$ cat src/pkg/iad_pkg.sv
// Constants, register map and types shared by the I/O allocation and drive prohibit block.
package iad_pkg;
  // Byte offsets on the AHB-Lite register bus.
  localparam logic [7:0] ADDR_IN_SEL_BASE  = 8'h00;  // Input selections 1 to 10, one word each.
  localparam logic [7:0] ADDR_OUT_SEL_BASE = 8'h28;  // Output selections 1 to 4.
  localparam logic [7:0] ADDR_PROHIBIT_SEL = 8'h38;  // Prohibit selection.
  localparam logic [7:0] ADDR_STOP_METHOD  = 8'h3C;  // Stop method.
  localparam logic [7:0] ADDR_STOP_TORQUE  = 8'h40;  // Immediate stop torque.
  localparam logic [7:0] ADDR_IRQ_STATUS   = 8'h44;  // Sticky events, write one to clear.
  localparam logic [7:0] ADDR_IRQ_MASK     = 8'h48;  // Interrupt mask.
  localparam logic [7:0] ADDR_STATUS       = 8'h4C;  // Live limit and stop state.
  localparam logic [7:0] ADDR_DECIMAL      = 8'h50;  // Decimal view of a selected parameter.
  localparam logic [7:0] ADDR_DEC_SEL      = 8'h54;  // Word index shown in decimal.
  localparam int N_IN  = 10;
  localparam int N_OUT = 4;
  localparam int N_FUNC = 16;
  // Reset values.
  localparam logic [31:0] RST_IN_SEL_1 = 32'h0082_8282;
  localparam logic [31:0] RST_IN_SEL_2 = 32'h0081_8181;
  localparam logic [31:0] RST_OUT_SEL_1 = 32'h0003_0303;
  localparam logic [31:0] RST_OUT_SEL_2 = 32'h0002_0202;
  localparam logic [31:0] RST_OUT_SEL_3 = 32'h0000_0000;
  localparam logic [31:0] RST_OUT_SEL_4 = 32'h0005_0504;
  localparam logic [1:0]  RST_PROHIBIT  = 2'h1;
  // Input function codes used here, with the contact bit.
  localparam logic [6:0] IFN_FWD_LIMIT = 7'h01;
  localparam logic [6:0] IFN_REV_LIMIT = 7'h02;
  localparam int         IN_NC_BIT     = 7;
  // Output function codes.
  localparam logic [7:0] OFN_OFF = 8'h00;
  localparam logic [7:0] OFN_RDY = 8'h02;
  localparam logic [7:0] OFN_BRK = 8'h03;
  localparam logic [7:0] OFN_INP = 8'h04;
  localparam logic [7:0] OFN_ROT = 8'h05;
  localparam logic [7:0] OFN_TLC = 8'h06;
  localparam logic [7:0] OFN_ZSP = 8'h07;
  localparam logic [7:0] OFN_VCM = 8'h08;
  localparam logic [7:0] OFN_WA  = 8'h09;
  localparam logic [7:0] OFN_WB  = 8'h0A;
  localparam logic [7:0] OFN_PCM = 8'h0B;
  localparam logic [7:0] OFN_INB = 8'h0C;
  localparam logic [7:0] OFN_ALA = 8'h0E;
  localparam logic [7:0] OFN_VCS = 8'h0F;
  // Prohibit selections and stop methods.
  localparam logic [1:0] PROH_STOP   = 2'h0;
  localparam logic [1:0] PROH_IGNORE = 2'h1;
  localparam logic [1:0] PROH_ALARM  = 2'h2;
  localparam logic [1:0] STOP_DYN    = 2'h0;
  localparam logic [1:0] STOP_COAST  = 2'h1;
  localparam logic [1:0] STOP_IMM    = 2'h2;
  // Interrupt bits.
  localparam int IRQ_FWD   = 0;
  localparam int IRQ_REV   = 1;
  localparam int IRQ_ALARM = 2;
  localparam int IRQ_W     = 3;
  localparam int DEC_W     = 40;  // Ten BCD digits.
  typedef enum logic [1:0] {ST_RUN, ST_DECEL, ST_HELD} iad_stop_type;
endpackage

$ cat src/logic/iad_top.sv
// Output allocation, drive prohibit logic and AHB-Lite register file.
`timescale 1ns/100ps
`default_nettype none
module iad_top #(
  parameter int N_TERM = 10  // Number of input terminals.
) (
  input  wire logic              i_sys_clk,     // 125 MHz clock.
  input  wire logic              i_arst_n,      // Asynchronous reset, active low.
  input  wire logic              hsel,          // Slave select.
  input  wire logic [31:0]       haddr,         // Byte address.
  input  wire logic [1:0]        htrans,        // Transfer type.
  input  wire logic              hwrite,        // Write when high.
  input  wire logic [2:0]        hsize,         // Transfer size.
  input  wire logic [31:0]       hwdata,        // Write data.
  input  wire logic              hready,        // Bus ready in.
  output logic [31:0]            hrdata,        // Read data.
  output logic                   hreadyout,     // Slave ready.
  output logic                   hresp,         // Always OKAY.
  input  wire logic [N_TERM-1:0] i_term_short,  // Terminal shorted to common return, from pins.
  input  wire logic              i_speed_mode,  // High in speed control, low in position control.
  input  wire logic [15:0]       i_status_fn,   // Internal status functions indexed by output code.
  input  wire logic              i_motor_stopped, // Motor has come to rest.
  output logic [3:0]             o_out_short,   // High shorts output terminal to common return.
  output logic                   o_fwd_block,   // Forward motion inhibited.
  output logic                   o_rev_block,   // Reverse motion inhibited.
  output logic                   o_dyn_brake,   // Dynamic brake engaged.
  output logic                   o_zero_torque, // Zero torque in the prohibited direction.
  output logic                   o_servo_lock,  // Servo lock after immediate stop.
  output logic                   o_clear_err,   // Clear error counter.
  output logic                   o_hold_err,    // Hold error counter.
  output logic                   o_torque_lim_en, // Torque limit active.
  output logic [15:0]            o_torque_lim,  // Torque limit value.
  output logic                   o_alarm,       // Drive prohibit input error alarm.
  output logic                   o_irq          // Level interrupt.
);
  // Whole module state as one packed struct.
  typedef struct packed {
    logic [iad_pkg::N_IN-1:0][31:0]  in_sel;     // Input selections.
    logic [iad_pkg::N_OUT-1:0][31:0] out_sel;    // Output selections.
    logic [1:0]                      prohibit;   // Prohibit selection.
    logic [1:0]                      stop_m;     // Stop method.
    logic [15:0]                     stop_tq;    // Immediate stop torque.
    logic [iad_pkg::IRQ_W-1:0]       irq_st;     // Sticky events.
    logic [iad_pkg::IRQ_W-1:0]       irq_mask;   // Mask.
    logic [3:0]                      dec_sel;    // Word shown in decimal.
    logic [N_TERM-1:0]               s1;         // Synchroniser first stage.
    logic [N_TERM-1:0]               s2;         // Second stage.
    logic [N_TERM-1:0]               s3;         // Third stage.
    logic [N_TERM-1:0]               pin;        // Accepted terminal level.
    logic                            fwd_open_q; // Previous forward open.
    logic                            rev_open_q; // Previous reverse open.
    iad_pkg::iad_stop_type           st;         // Stop sequence state.
    logic                            ph_act;     // Data phase pending.
    logic                            ph_wr;      // Pending is write.
    logic [7:0]                      ph_addr;    // Pending address.
    logic [31:0]                     rdata;      // Read data.
    logic                            ready;      // Bus ready, low for the one read wait state.
    logic [3:0]                      out_short;  // Output terminals.
    logic                            fwd_block;  // Forward inhibit.
    logic                            rev_block;  // Reverse inhibit.
    logic                            dyn_brake;  // Dynamic brake.
    logic                            zero_tq;    // Zero torque.
    logic                            servo_lock; // Servo lock.
    logic                            clear_err;  // Clear counter.
    logic                            hold_err;   // Hold counter.
    logic                            tlim_en;    // Torque limit on.
    logic                            alarm;      // Alarm.
    logic                            irq;        // Interrupt.
  } iad_state_type;

  iad_state_type cur;   // Registered state.
  iad_state_type next_s; // Next state.

  // Converts a binary word to ten BCD digits by shift and add three.
  function automatic logic [iad_pkg::DEC_W-1:0] to_bcd(input logic [31:0] v);
    logic [iad_pkg::DEC_W-1:0] b;
    b = '0;
    for (int i = 31; i >= 0; i--)
    begin
      for (int d = 0; d < 10; d++)
      begin
        if (b[d*4 +: 4] > 4'd4)
        begin
          b[d*4 +: 4] = b[d*4 +: 4] + 4'd3;
        end
      end
      b = {b[iad_pkg::DEC_W-2:0], v[i]};
    end
    return b;
  endfunction

  // Picks this mode's byte of a selection word.
  function automatic logic [7:0] mode_code(input logic [31:0] w, input logic spd);
    return spd ? w[15:8] : w[7:0];
  endfunction

  // Level of a limit function: true when its terminal is active, honouring contact logic.
  function automatic logic limit_active(input logic [iad_pkg::N_IN-1:0][31:0] sel, input logic spd,
                                        input logic [N_TERM-1:0] pin, input logic [6:0] fn);
    logic a;
    logic [7:0] c;
    a = 1'b0;
    for (int t = 0; t < iad_pkg::N_IN; t++)
    begin
      c = mode_code(sel[t], spd);
      if (c[6:0] == fn && t < N_TERM)
      begin
        a = c[iad_pkg::IN_NC_BIT] ? pin[t] : !pin[t];
      end
    end
    return a;
  endfunction

  // Output function decode; unknown codes leave the terminal open.
  function automatic logic out_fn(input logic [7:0] c, input logic [15:0] f);
    logic r;
    unique case (c)
      iad_pkg::OFN_RDY, iad_pkg::OFN_BRK, iad_pkg::OFN_INP, iad_pkg::OFN_ROT,
      iad_pkg::OFN_TLC, iad_pkg::OFN_ZSP, iad_pkg::OFN_VCM,
      iad_pkg::OFN_WA, iad_pkg::OFN_WB, iad_pkg::OFN_PCM, iad_pkg::OFN_INB,
      iad_pkg::OFN_ALA, iad_pkg::OFN_VCS:
        r = f[c[3:0]];
      default:
        r = 1'b0;
    endcase
    return r;
  endfunction

  logic fwd_act;   // Forward limit terminal shows normal (shorted) state.
  logic rev_act;   // Reverse limit terminal shows normal state.
  logic fwd_open;  // Forward limit open while prohibit is enabled.
  logic rev_open;  // Reverse limit open while prohibit is enabled.
  logic [iad_pkg::IRQ_W-1:0] ev; // Events this cycle.
  logic [iad_pkg::IRQ_W-1:0] wclr; // Write-one-to-clear bits.
  logic [31:0] rd;  // Read mux.
  logic [31:0] dec_src; // Word shown in decimal.
  logic [7:0] a8;   // Low address byte.
  logic [iad_pkg::DEC_W-1:0] bcd; // Decimal digits of the selected word.

  // Next-state logic for terminals, prohibit, stop sequence, outputs and bus.
  always_comb
  begin
    next_s = cur;
    wclr = '0;
    rd = 32'h0000_0000;
    a8 = cur.ph_addr;
    // Three-stage terminal synchroniser; a change is taken when stages two and three agree.
    next_s.s1 = i_term_short;
    next_s.s2 = cur.s1;
    next_s.s3 = cur.s2;
    for (int t = 0; t < N_TERM; t++)
    begin
      if (cur.s2[t] == cur.s3[t])
      begin
        next_s.pin[t] = cur.s3[t];
      end
    end
    // NC limit functions: shorted terminal is normal; the default map keeps prohibit ignored.
    fwd_act = limit_active(cur.in_sel, i_speed_mode, cur.pin, iad_pkg::IFN_FWD_LIMIT);
    rev_act = limit_active(cur.in_sel, i_speed_mode, cur.pin, iad_pkg::IFN_REV_LIMIT);
    fwd_open = (cur.prohibit != iad_pkg::PROH_IGNORE) && !fwd_act;
    rev_open = (cur.prohibit != iad_pkg::PROH_IGNORE) && !rev_act;
    next_s.fwd_open_q = fwd_open;
    next_s.rev_open_q = rev_open;
    // Selection 0 blocks only the open direction.
    next_s.fwd_block = (cur.prohibit == iad_pkg::PROH_STOP) && fwd_open;
    next_s.rev_block = (cur.prohibit == iad_pkg::PROH_STOP) && rev_open;
    // Alarm: both open under 0, either open under 2; it stays until reset.
    if ((cur.prohibit == iad_pkg::PROH_STOP && fwd_open && rev_open) ||
        (cur.prohibit == iad_pkg::PROH_ALARM && (fwd_open || rev_open)))
    begin
      next_s.alarm = 1'b1;
    end
    // Stop sequence.
    unique case (cur.st)
      iad_pkg::ST_RUN:
        if (next_s.fwd_block || next_s.rev_block)
        begin
          next_s.st = iad_pkg::ST_DECEL;
        end
      iad_pkg::ST_DECEL:
        if (!(next_s.fwd_block || next_s.rev_block))
        begin
          next_s.st = iad_pkg::ST_RUN;
        end
        else if (i_motor_stopped)
        begin
          next_s.st = iad_pkg::ST_HELD;
        end
      iad_pkg::ST_HELD:
        if (!(next_s.fwd_block || next_s.rev_block))
        begin
          next_s.st = iad_pkg::ST_RUN;
        end
    endcase
    // Stop method actions.
    next_s.dyn_brake  = (next_s.st == iad_pkg::ST_DECEL) && cur.stop_m == iad_pkg::STOP_DYN;
    next_s.zero_tq    = (next_s.st != iad_pkg::ST_RUN) && cur.stop_m != iad_pkg::STOP_IMM;
    next_s.servo_lock = (next_s.st == iad_pkg::ST_HELD) && cur.stop_m == iad_pkg::STOP_IMM;
    next_s.hold_err   = (next_s.st != iad_pkg::ST_RUN) && cur.stop_m != iad_pkg::STOP_IMM;
    next_s.clear_err  = (next_s.st != cur.st) && cur.stop_m == iad_pkg::STOP_IMM
                        && (next_s.st != iad_pkg::ST_RUN);
    next_s.tlim_en    = (next_s.st == iad_pkg::ST_DECEL) && cur.stop_m == iad_pkg::STOP_IMM;
    // Output terminals, each decoded alone so one function may feed several.
    for (int o = 0; o < iad_pkg::N_OUT; o++)
    begin
      next_s.out_short[o] = out_fn(mode_code(cur.out_sel[o], i_speed_mode), i_status_fn);
    end
    // Read mux.
    dec_src = (cur.dec_sel < 4'(iad_pkg::N_IN)) ? cur.in_sel[cur.dec_sel]
            : cur.out_sel[2'(cur.dec_sel - 4'(iad_pkg::N_IN))];
    bcd = to_bcd(dec_src);
    for (int i = 0; i < iad_pkg::N_IN; i++)
    begin
      if (a8 == iad_pkg::ADDR_IN_SEL_BASE + 8'(i * 4))
      begin
        rd = cur.in_sel[i];
      end
    end
    for (int i = 0; i < iad_pkg::N_OUT; i++)
    begin
      if (a8 == iad_pkg::ADDR_OUT_SEL_BASE + 8'(i * 4))
      begin
        rd = cur.out_sel[i];
      end
    end
    unique case (a8)
      iad_pkg::ADDR_PROHIBIT_SEL: rd = {30'h0000_0000, cur.prohibit};
      iad_pkg::ADDR_STOP_METHOD:  rd = {30'h0000_0000, cur.stop_m};
      iad_pkg::ADDR_STOP_TORQUE:  rd = {16'h0000, cur.stop_tq};
      iad_pkg::ADDR_IRQ_STATUS:   rd = {29'h0000_0000, cur.irq_st};
      iad_pkg::ADDR_IRQ_MASK:     rd = {29'h0000_0000, cur.irq_mask};
      iad_pkg::ADDR_STATUS:       rd = {26'h0000_0000, cur.st == iad_pkg::ST_HELD, cur.alarm,
                                        rev_open, fwd_open, rev_act, fwd_act};
      iad_pkg::ADDR_DECIMAL:      rd = bcd[31:0];
      iad_pkg::ADDR_DEC_SEL:      rd = {28'h0000_0000, cur.dec_sel};
      default: ;
    endcase
    // Data phase: reads answer from the registered mux, writes update here.
    if (cur.ph_act)
    begin
      if (!cur.ph_wr)
      begin
        next_s.rdata = rd;
      end
      else
      begin
        // Undefined codes are stored but leave the output open; software keeps to the code set.
        for (int i = 0; i < iad_pkg::N_IN; i++)
        begin
          if (a8 == iad_pkg::ADDR_IN_SEL_BASE + 8'(i * 4))
          begin
            next_s.in_sel[i] = {16'h0000, hwdata[15:0]};
          end
        end
        for (int i = 0; i < iad_pkg::N_OUT; i++)
        begin
          if (a8 == iad_pkg::ADDR_OUT_SEL_BASE + 8'(i * 4))
          begin
            next_s.out_sel[i] = {16'h0000, hwdata[15:0]};
          end
        end
        unique case (a8)
          iad_pkg::ADDR_PROHIBIT_SEL: next_s.prohibit = hwdata[1:0];
          iad_pkg::ADDR_STOP_METHOD:  next_s.stop_m = hwdata[1:0];
          iad_pkg::ADDR_STOP_TORQUE:  next_s.stop_tq = hwdata[15:0];
          iad_pkg::ADDR_IRQ_STATUS:   wclr = hwdata[iad_pkg::IRQ_W-1:0];
          iad_pkg::ADDR_IRQ_MASK:     next_s.irq_mask = hwdata[iad_pkg::IRQ_W-1:0];
          iad_pkg::ADDR_DEC_SEL:      next_s.dec_sel = hwdata[3:0];
          default: ;
        endcase
      end
    end
    // Address phase capture.
    next_s.ph_act = hsel && hready && htrans[1];
    if (hsel && hready && htrans[1])
    begin
      next_s.ph_wr = hwrite;
      next_s.ph_addr = haddr[7:0];
    end
    // A read takes one wait state, so the word registered from the pending address stands when the phase ends.
    next_s.ready = !(hsel && hready && htrans[1] && !hwrite);
    // Sticky events: a new event wins over a clear in the same cycle.
    ev = '0;
    ev[iad_pkg::IRQ_FWD] = fwd_open && !cur.fwd_open_q;
    ev[iad_pkg::IRQ_REV] = rev_open && !cur.rev_open_q;
    ev[iad_pkg::IRQ_ALARM] = next_s.alarm && !cur.alarm;
    next_s.irq_st = (cur.irq_st & ~wclr) | ev;
    next_s.irq = |(next_s.irq_st & next_s.irq_mask);
  end

  // State register.
  always_ff @(posedge i_sys_clk or negedge i_arst_n)
  begin
    if (!i_arst_n)
    begin
      cur <= '0;
      cur.in_sel[0] <= iad_pkg::RST_IN_SEL_1;
      cur.in_sel[1] <= iad_pkg::RST_IN_SEL_2;
      cur.out_sel[0] <= iad_pkg::RST_OUT_SEL_1;
      cur.out_sel[1] <= iad_pkg::RST_OUT_SEL_2;
      cur.out_sel[2] <= iad_pkg::RST_OUT_SEL_3;
      cur.out_sel[3] <= iad_pkg::RST_OUT_SEL_4;
      cur.prohibit <= iad_pkg::RST_PROHIBIT;
      cur.st <= iad_pkg::ST_RUN;
      cur.ready <= 1'b1;
    end
    else
    begin
      cur <= next_s;
    end
  end

  // Outputs straight from flip-flops; hresp is tied to OKAY.
  assign hrdata = cur.rdata;
  assign hreadyout = cur.ready;
  assign hresp = 1'b0;
  assign o_out_short = cur.out_short;
  assign o_fwd_block = cur.fwd_block;
  assign o_rev_block = cur.rev_block;
  assign o_dyn_brake = cur.dyn_brake;
  assign o_zero_torque = cur.zero_tq;
  assign o_servo_lock = cur.servo_lock;
  assign o_clear_err = cur.clear_err;
  assign o_hold_err = cur.hold_err;
  assign o_torque_lim_en = cur.tlim_en;
  assign o_torque_lim = cur.stop_tq;
  assign o_alarm = cur.alarm;
  assign o_irq = cur.irq;
endmodule
`default_nettype wire

$ cat config.mk
export PLATFORM = sky130hd
export DESIGN_NAME = iad_top
export DESIGN_NICKNAME = d
export VERILOG_FILES = /design/src/pkg/iad_pkg.sv /design/src/logic/iad_top.sv
export SDC_FILE = /design/constraint.sdc
export NUM_CORES = 1
export LEC_CHECK = 0
export BUFFER_PORTS_ARGS = -buffer_cell sky130_fd_sc_hd__buf_2
export CORE_UTILIZATION = 35
export DETAILED_ROUTE_END_ITERATION = 16
export PLACE_DENSITY = 0.62
export SYNTH_ARGS = -nofsm -noshare
export SYNTH_HDL_FRONTEND = slang
export SYNTH_SLANG_ARGS = --single-unit
$ cat constraint.sdc
create_clock -name i_sys_clk -period 22.3 [get_ports i_sys_clk]
set_clock_uncertainty 0.05 [all_clocks]
set_input_delay 1.115 -clock i_sys_clk [delete_from_list [all_inputs] [get_ports i_sys_clk]]
set_output_delay 1.115 -clock i_sys_clk [all_outputs]
set_load 0.1 [all_outputs]
Word level (Yosys, flattened, before mapping) --
Cells that the tools add are included.
Storage, ports and cells: register bits after elaboration 363, word-level logic and storage cells 776
Cells by class: add/sub/neg operators 149, magnitude comparators 155, eq/ne operators 112, multiplexer cells 237, bitwise gates (word level) 5, reduce and logical (&&, ||, !) cells 67
Operators with widths (count):
- 4-bit 2-to-1 mux | 141
- 4-bit by 3-bit > comparator with 1-bit output (second input constant) | 140
- 4-bit by 2-bit adder with 4-bit output (second input constant) | 133
- 32-bit 2-to-1 mux | 16
- 32-bit case mux with 8 select lines | 1
- 8-bit by 4-bit equality test with 1-bit output (second input constant) | 30
- 8-bit by 3-bit equality test with 1-bit output (second input constant) | 17
- 32-bit binary-select mux with 4-bit select | 1
- 8-bit 2-to-1 mux | 14
- 7-bit by 1-bit equality test with 1-bit output (second input constant) | 10
- 7-bit by 2-bit equality test with 1-bit output (second input constant) | 10
- 32-bit binary-select mux with 2-bit select | 1
- 8-bit by 2-bit equality test with 1-bit output (second input constant) | 8
- 8-bit by 6-bit equality test with 1-bit output (second input constant) | 8
- 3-bit AND reduction | 18
- 13-bit OR reduction | 4
- 8-bit by 7-bit equality test with 1-bit output (second input constant) | 6
- 1-bit 2-to-1 mux | 39
- 3-bit 2-to-1 mux | 12
- 8-bit by 5-bit equality test with 1-bit output (second input constant) | 4
- 3-bit by 2-bit adder with 4-bit output (second input constant) | 7
- 4-bit by 5-bit less-than comparator with 1-bit output (second input constant) | 5
- 3-bit by 2-bit adder with 3-bit output (second input constant) | 8
- 3-bit > comparator (second input constant) | 8
- 26 further kinds | 84

Logic depth before layout (Yosys ltp) --
depth in word-level cells 63, depth in mapped cells 98, mapped depth without buffers 91

Worst setup path after synthesis --
No wires, ideal clock.
path type flip-flop to flip-flop, from reg cur[104] (netlist bit), to reg cur, in the netlist hrdata[18], arrival time 17.338 ns, data required time 22.168 ns, slack 4.830 ns, cell stages (with the launch flop) 93, buffers on the path 9, path through dfrtp_1 -> buf_6 -> clkbuf_1 -> clkbuf_1 -> buf_1 -> nand2_1 -> ha_1 -> inv_1 -> ha_1 -> xor2_2 -> inv_2 -> ha_1 -> or4b_1 -> o32ai_4 -> o22ai_1 -> and2_1 -> ha_1 -> o311a_1 -> (+57 left out) -> o21ai_0 -> a211o_1 -> and3_1 -> or2_2 -> ha_1 -> o31a_1 -> xnor2_1 -> ha_1 -> o21ai_1 -> xnor2_1 -> inv_1 -> ha_1 -> nor2_1 -> or3_1 -> o311ai_1 -> mux2i_1 -> nand2_1 -> a31oi_1
Between the ends: word-level cells in the longest chain between the ends 62
RTL lines:
- start: declaration | line iad_top.sv:71 | iad_state_type cur;
- start signal: assignment | line iad_top.sv:310 | cur <= next_s;
- 32-bit binary-select mux with 4-bit select | line iad_top.sv:210 | dec_src = (cur.dec_sel < 4'(iad_pkg::N_IN)) ? cur.in_sel[cur.dec_sel]
- 32-bit 2-to-1 mux (implied by the code) | line iad_top.sv:210
- 32-bit 2-to-1 mux * | line iad_top.sv:210
- 3-bit by 2-bit adder with 4-bit output or 3-bit > comparator (tied branches) | line iad_top.sv:84, iad_top.sv:82
- 4-bit 2-to-1 mux | line iad_top.sv:82 | if (b[d*4 +: 4] > 4'd4)
- 4-bit by 2-bit adder with 4-bit output or 4-bit by 3-bit > comparator with 1-bit output (tied branches) | line iad_top.sv:84, iad_top.sv:82
- 4-bit 2-to-1 mux | line iad_top.sv:82
- 4-bit by 2-bit adder with 4-bit output or 4-bit by 3-bit > comparator with 1-bit output (tied branches) | line iad_top.sv:84, iad_top.sv:82
- (+46 left out)
- 4-bit 2-to-1 mux | line iad_top.sv:82
- 4-bit by 2-bit adder with 4-bit output or 4-bit by 3-bit > comparator with 1-bit output (tied branches) | line iad_top.sv:84, iad_top.sv:82
- 4-bit 2-to-1 mux | line iad_top.sv:82
- 4-bit by 2-bit adder with 4-bit output or 4-bit by 3-bit > comparator with 1-bit output (tied branches) | line iad_top.sv:84, iad_top.sv:82
- 4-bit 2-to-1 mux | line iad_top.sv:82
- 4-bit by 2-bit adder with 4-bit output or 4-bit by 3-bit > comparator with 1-bit output (tied branches) | line iad_top.sv:84, iad_top.sv:82
- 4-bit 2-to-1 mux * | line iad_top.sv:82
- 32-bit case mux with 8 select lines * | line iad_top.sv:227 | unique case (a8)
Mark *: on every way between the ends. The rest lies on a longest branch, timed or not. The select of a mux whose other input is x is not followed. A chain may end at the register's enable or synchronous reset.

Worst setup path after layout --
from reg cur[103] (netlist bit), to reg cur, in the netlist hrdata[18]
The elaborated chain is that of the path after synthesis.

==> results.md <==
- Final hold vios: 0
- All-layer global routing usage: 21.17%
- Worst Path Max Fanout: 19
- Num ports: 166
- CTS Buf Count: 38
- # resized after CTS: 0
- Worst Tran Pin Value: 1.038 ns
- Nets@finish: 3239
- Ys async rst share: 100.0%
- Startpoint types: register
- Sink Count: 357
- Vias: 25040
- Fraction of layout cells with a size suffix above 1: 22.75%
- Yosys Warn Count: 0
- Slowest stage delay, CP: 0.55 ns
- Final worst-path cycle share: 93.19%
- Clk buf depth: 3
- Routed length on met2: 41420 um
- Gpl congestion: 0.9147
- Post-synth cell types: 138
- Netlist Area Pre-Place: 0.02884 mm2
- Final WL: 90370 um
- Sequential share of the synthesized area: 31.09%
- M1 WL: 39200 um
- Worst path most repeated cell: ha_1
- First-pass GRT wire length: 139100 um
- Initial antenna violation count: 4
- Crit path arrival time: 21.23 ns
- Routed wl met3: 5537 um
- Area delta synth->final: 8.557%
- Initial core utilization: 35.57%
- Slowest CP cell: or4b_1
- Design Area, Final: 0.03130 mm2
- Worst slew margin: 30.78%
- Die area: 0.08354 mm2
- Setup TNS: 0 ns
- HP Start: cur[98]$_DFF_PN0_
- Required time worst endpoint: 22.75 ns
- Die X: 289.0 um
- GRT overflow: 0
- Syn avg cell area: 9.390 um2
- Critical Path Start: cur[103]$_DFFE_PN0P_
- WS Path Type: register to register
- Dominant synthesized flop cell: dfrtp_1
- H-tree levels: 2
- Worst skew pair latency: 0.59 ns
- Period minus WS final: 20.78 ns
- Fin util: 38.61%
- Max Used Layer: met5
- Worst setup EP type: register
- Post-synthesis cell count: 3071
- Worst min path class: register to register
- PortBufs: 115
- Final ANT Viol Nets: 0
- Vias in the first global route: 23330
- DRT iter0 DRCs: 2244
- Filler cells: 8152
- EDFF count, synth: 0
- Clock tree from TritonCTS: done
- DR WL/cell: 21.83 um
- Drt pass-1 iters: 8
- Die Y: 289.0 um
- Final setup viols: 0
- DP HPWL: 67090 um
- Clock-pin slew on the worst setup and hold paths: 0.07 ns
- Reg-to-Reg Start: cur[103]$_DFFE_PN0P_
- # Post-CTS Setup Buffers: 0
- Total of max-cap violations: 0
- Final Slew Violations: 0
- DR vias/cell: 6.050
- Post-route DRC: 0
- Flops & latches, synth: 357
- RSZ-0062 raised after global routing: false
- Cell Rows: 104
- Hold Buf Count CTS: 0
- Largest net degree at the start of global routing: 167
- Core area: 0.08107 mm2
- Cell Area, Placed: 0.02995 mm2
- Root Driver: clkbuf_16
- FMAX: 48.12 MHz
- Run status: finished clean
[worst max-delay path: cells and delay by family, from the launching register on]
| family | cells | cell delay (ns) |
|---|---|---|
| AO/OA/AOI/OAI | 29 | 6.98 |
| multiplexers | 2 | 0.58 |
| flip-flops | 1 | 0.38 |
| buffers and inverters | 14 | 1.86 |
| AND/OR/NAND/NOR | 18 | 4.22 |
| XOR/XNOR | 8 | 2.02 |
| adder cells (fa/ha/maj) | 15 | 4.56 |
[cell families (layout without fill, tap and decap cells)]
group | Yosys count | count (layout) | share of synthesized area, %
buf+inv | 346 | 340 | 5.719
flops | 357 | 357 | 31.09
fa+ha+maj | 100 | 100 | 4.252
simple gates | 845 | 845 | 14.70
other cells | 1 | 15 | 0.01300
xor+xnor | 64 | 64 | 1.970
compound gates | 870 | 870 | 21.73
mux | 488 | 488 | 20.53
[final timing paths]
kind	end	slack, ns	depth (start not counted)
worst max-delay path	hrdata[18]$_DFFE_PN0P_	1.52	86
worst min-delay path	cur[88]$_DFF_PN0_	0.30	0
min in group asynchronous	cur[90]$_DFF_PN0_	0.55	1
max in group asynchronous	cur[101]$_DFFE_PN0P_	19.92	2
worst max register to register	hrdata[18]$_DFFE_PN0P_	1.52	86
worst min register to register	cur[88]$_DFF_PN0_	0.30	0
[synth_stat cells, types with 18 or more instances]
master / n / area [um2]
a221oi_1: 32 / 280.3
a222oi_1: 21 / 210.2
a31oi_1: 58 / 362.9
nand2b_1: 25 / 156.4
and2_1: 30 / 187.7
ha_1: 90 / 1126
xnor2_1: 43 / 376.6
buf_4: 67 / 503.0
mux2_2: 285 / 3209
mux4_2: 50 / 1126
a21oi_1: 161 / 805.8
xor2_1: 20 / 175.2
nor4_1: 29 / 181.4
nor3_1: 69 / 345.3
nand3_1: 70 / 350.3
a211oi_1: 43 / 322.8
buf_1: 19 / 71.32
a21o_1: 25 / 187.7
a211o_1: 18 / 157.7
o22ai_1: 18 / 112.6
inv_1: 111 / 416.7
or3_1: 22 / 137.6
o211ai_1: 30 / 225.2
mux2i_1: 143 / 1431
nand2_1: 220 / 825.8
a22oi_1: 23 / 172.7
or4_1: 19 / 142.6
o21ai_0: 135 / 675.7
o31ai_1: 19 / 142.6
dfrtp_1: 333 / 8333
nor2_1: 226 / 848.3
clkbuf_1: 119 / 446.7
dfstp_2: 24 / 630.6
o21ai_1: 31 / 155.2
nand4_1: 25 / 156.4
[cell type report]
type	instances	area (um2)	area share, %
timing repair buffer	156	908.4	2.902
antenna	2	5.005	0.01599
sequential	357	8971	28.66
tap	1060	1326	4.237
clock inverter	19	270.3	0.8634
inverter	114	427.9	1.367
clock buffer	51	1080	3.450
multi-input combinational	2380	18310	58.51
[per-stage QoR]
step | std cells | setup slack [ns] | hold WS, ns
6_report | 4139 | 1.518 | 0.2951
5_1_grt | 4137 | 0.01428 | 0.3041
4_1_cts | 4137 | 1.819 | 0.2984
3_5_place_dp | 4067 | 1.941 | 0.2847
3_3_place_gp | 4067 | 2.172 | 0.2818
2_1_floorplan | 3083 | 4.830 | 0.2812
[metal layers]
metal / vias up / global-route usage (%)
li1: 11590 / -
met1: 12380 / 28.69
met2: 868 / 33.49
met3: 199 / 2.992
met4: 4 / 9.329
met5: - / 0
[placed cells by master (no fill, tap or decap), types with 58 or more instances in the layout]
master and n:
nand3_1 70, inv_1 111, nor3_1 69, mux2i_1 143, a21oi_1 160, buf_2 113, ha_1 90, o21ai_0 135
a31oi_1 58, dfrtp_1 329, mux2_2 285, nand2_1 220, nor2_1 225
[sequential cells by signal, summed over array words and instances (netlist names), 4 cells and up]
name / cells
a8: 8
o_out_short: 4
cur: 289
o_torque_lim: 16
hrdata: 30
Power is not shown: default switching activity piles up to over one toggle a cycle in this logic, so the estimate is an artifact.
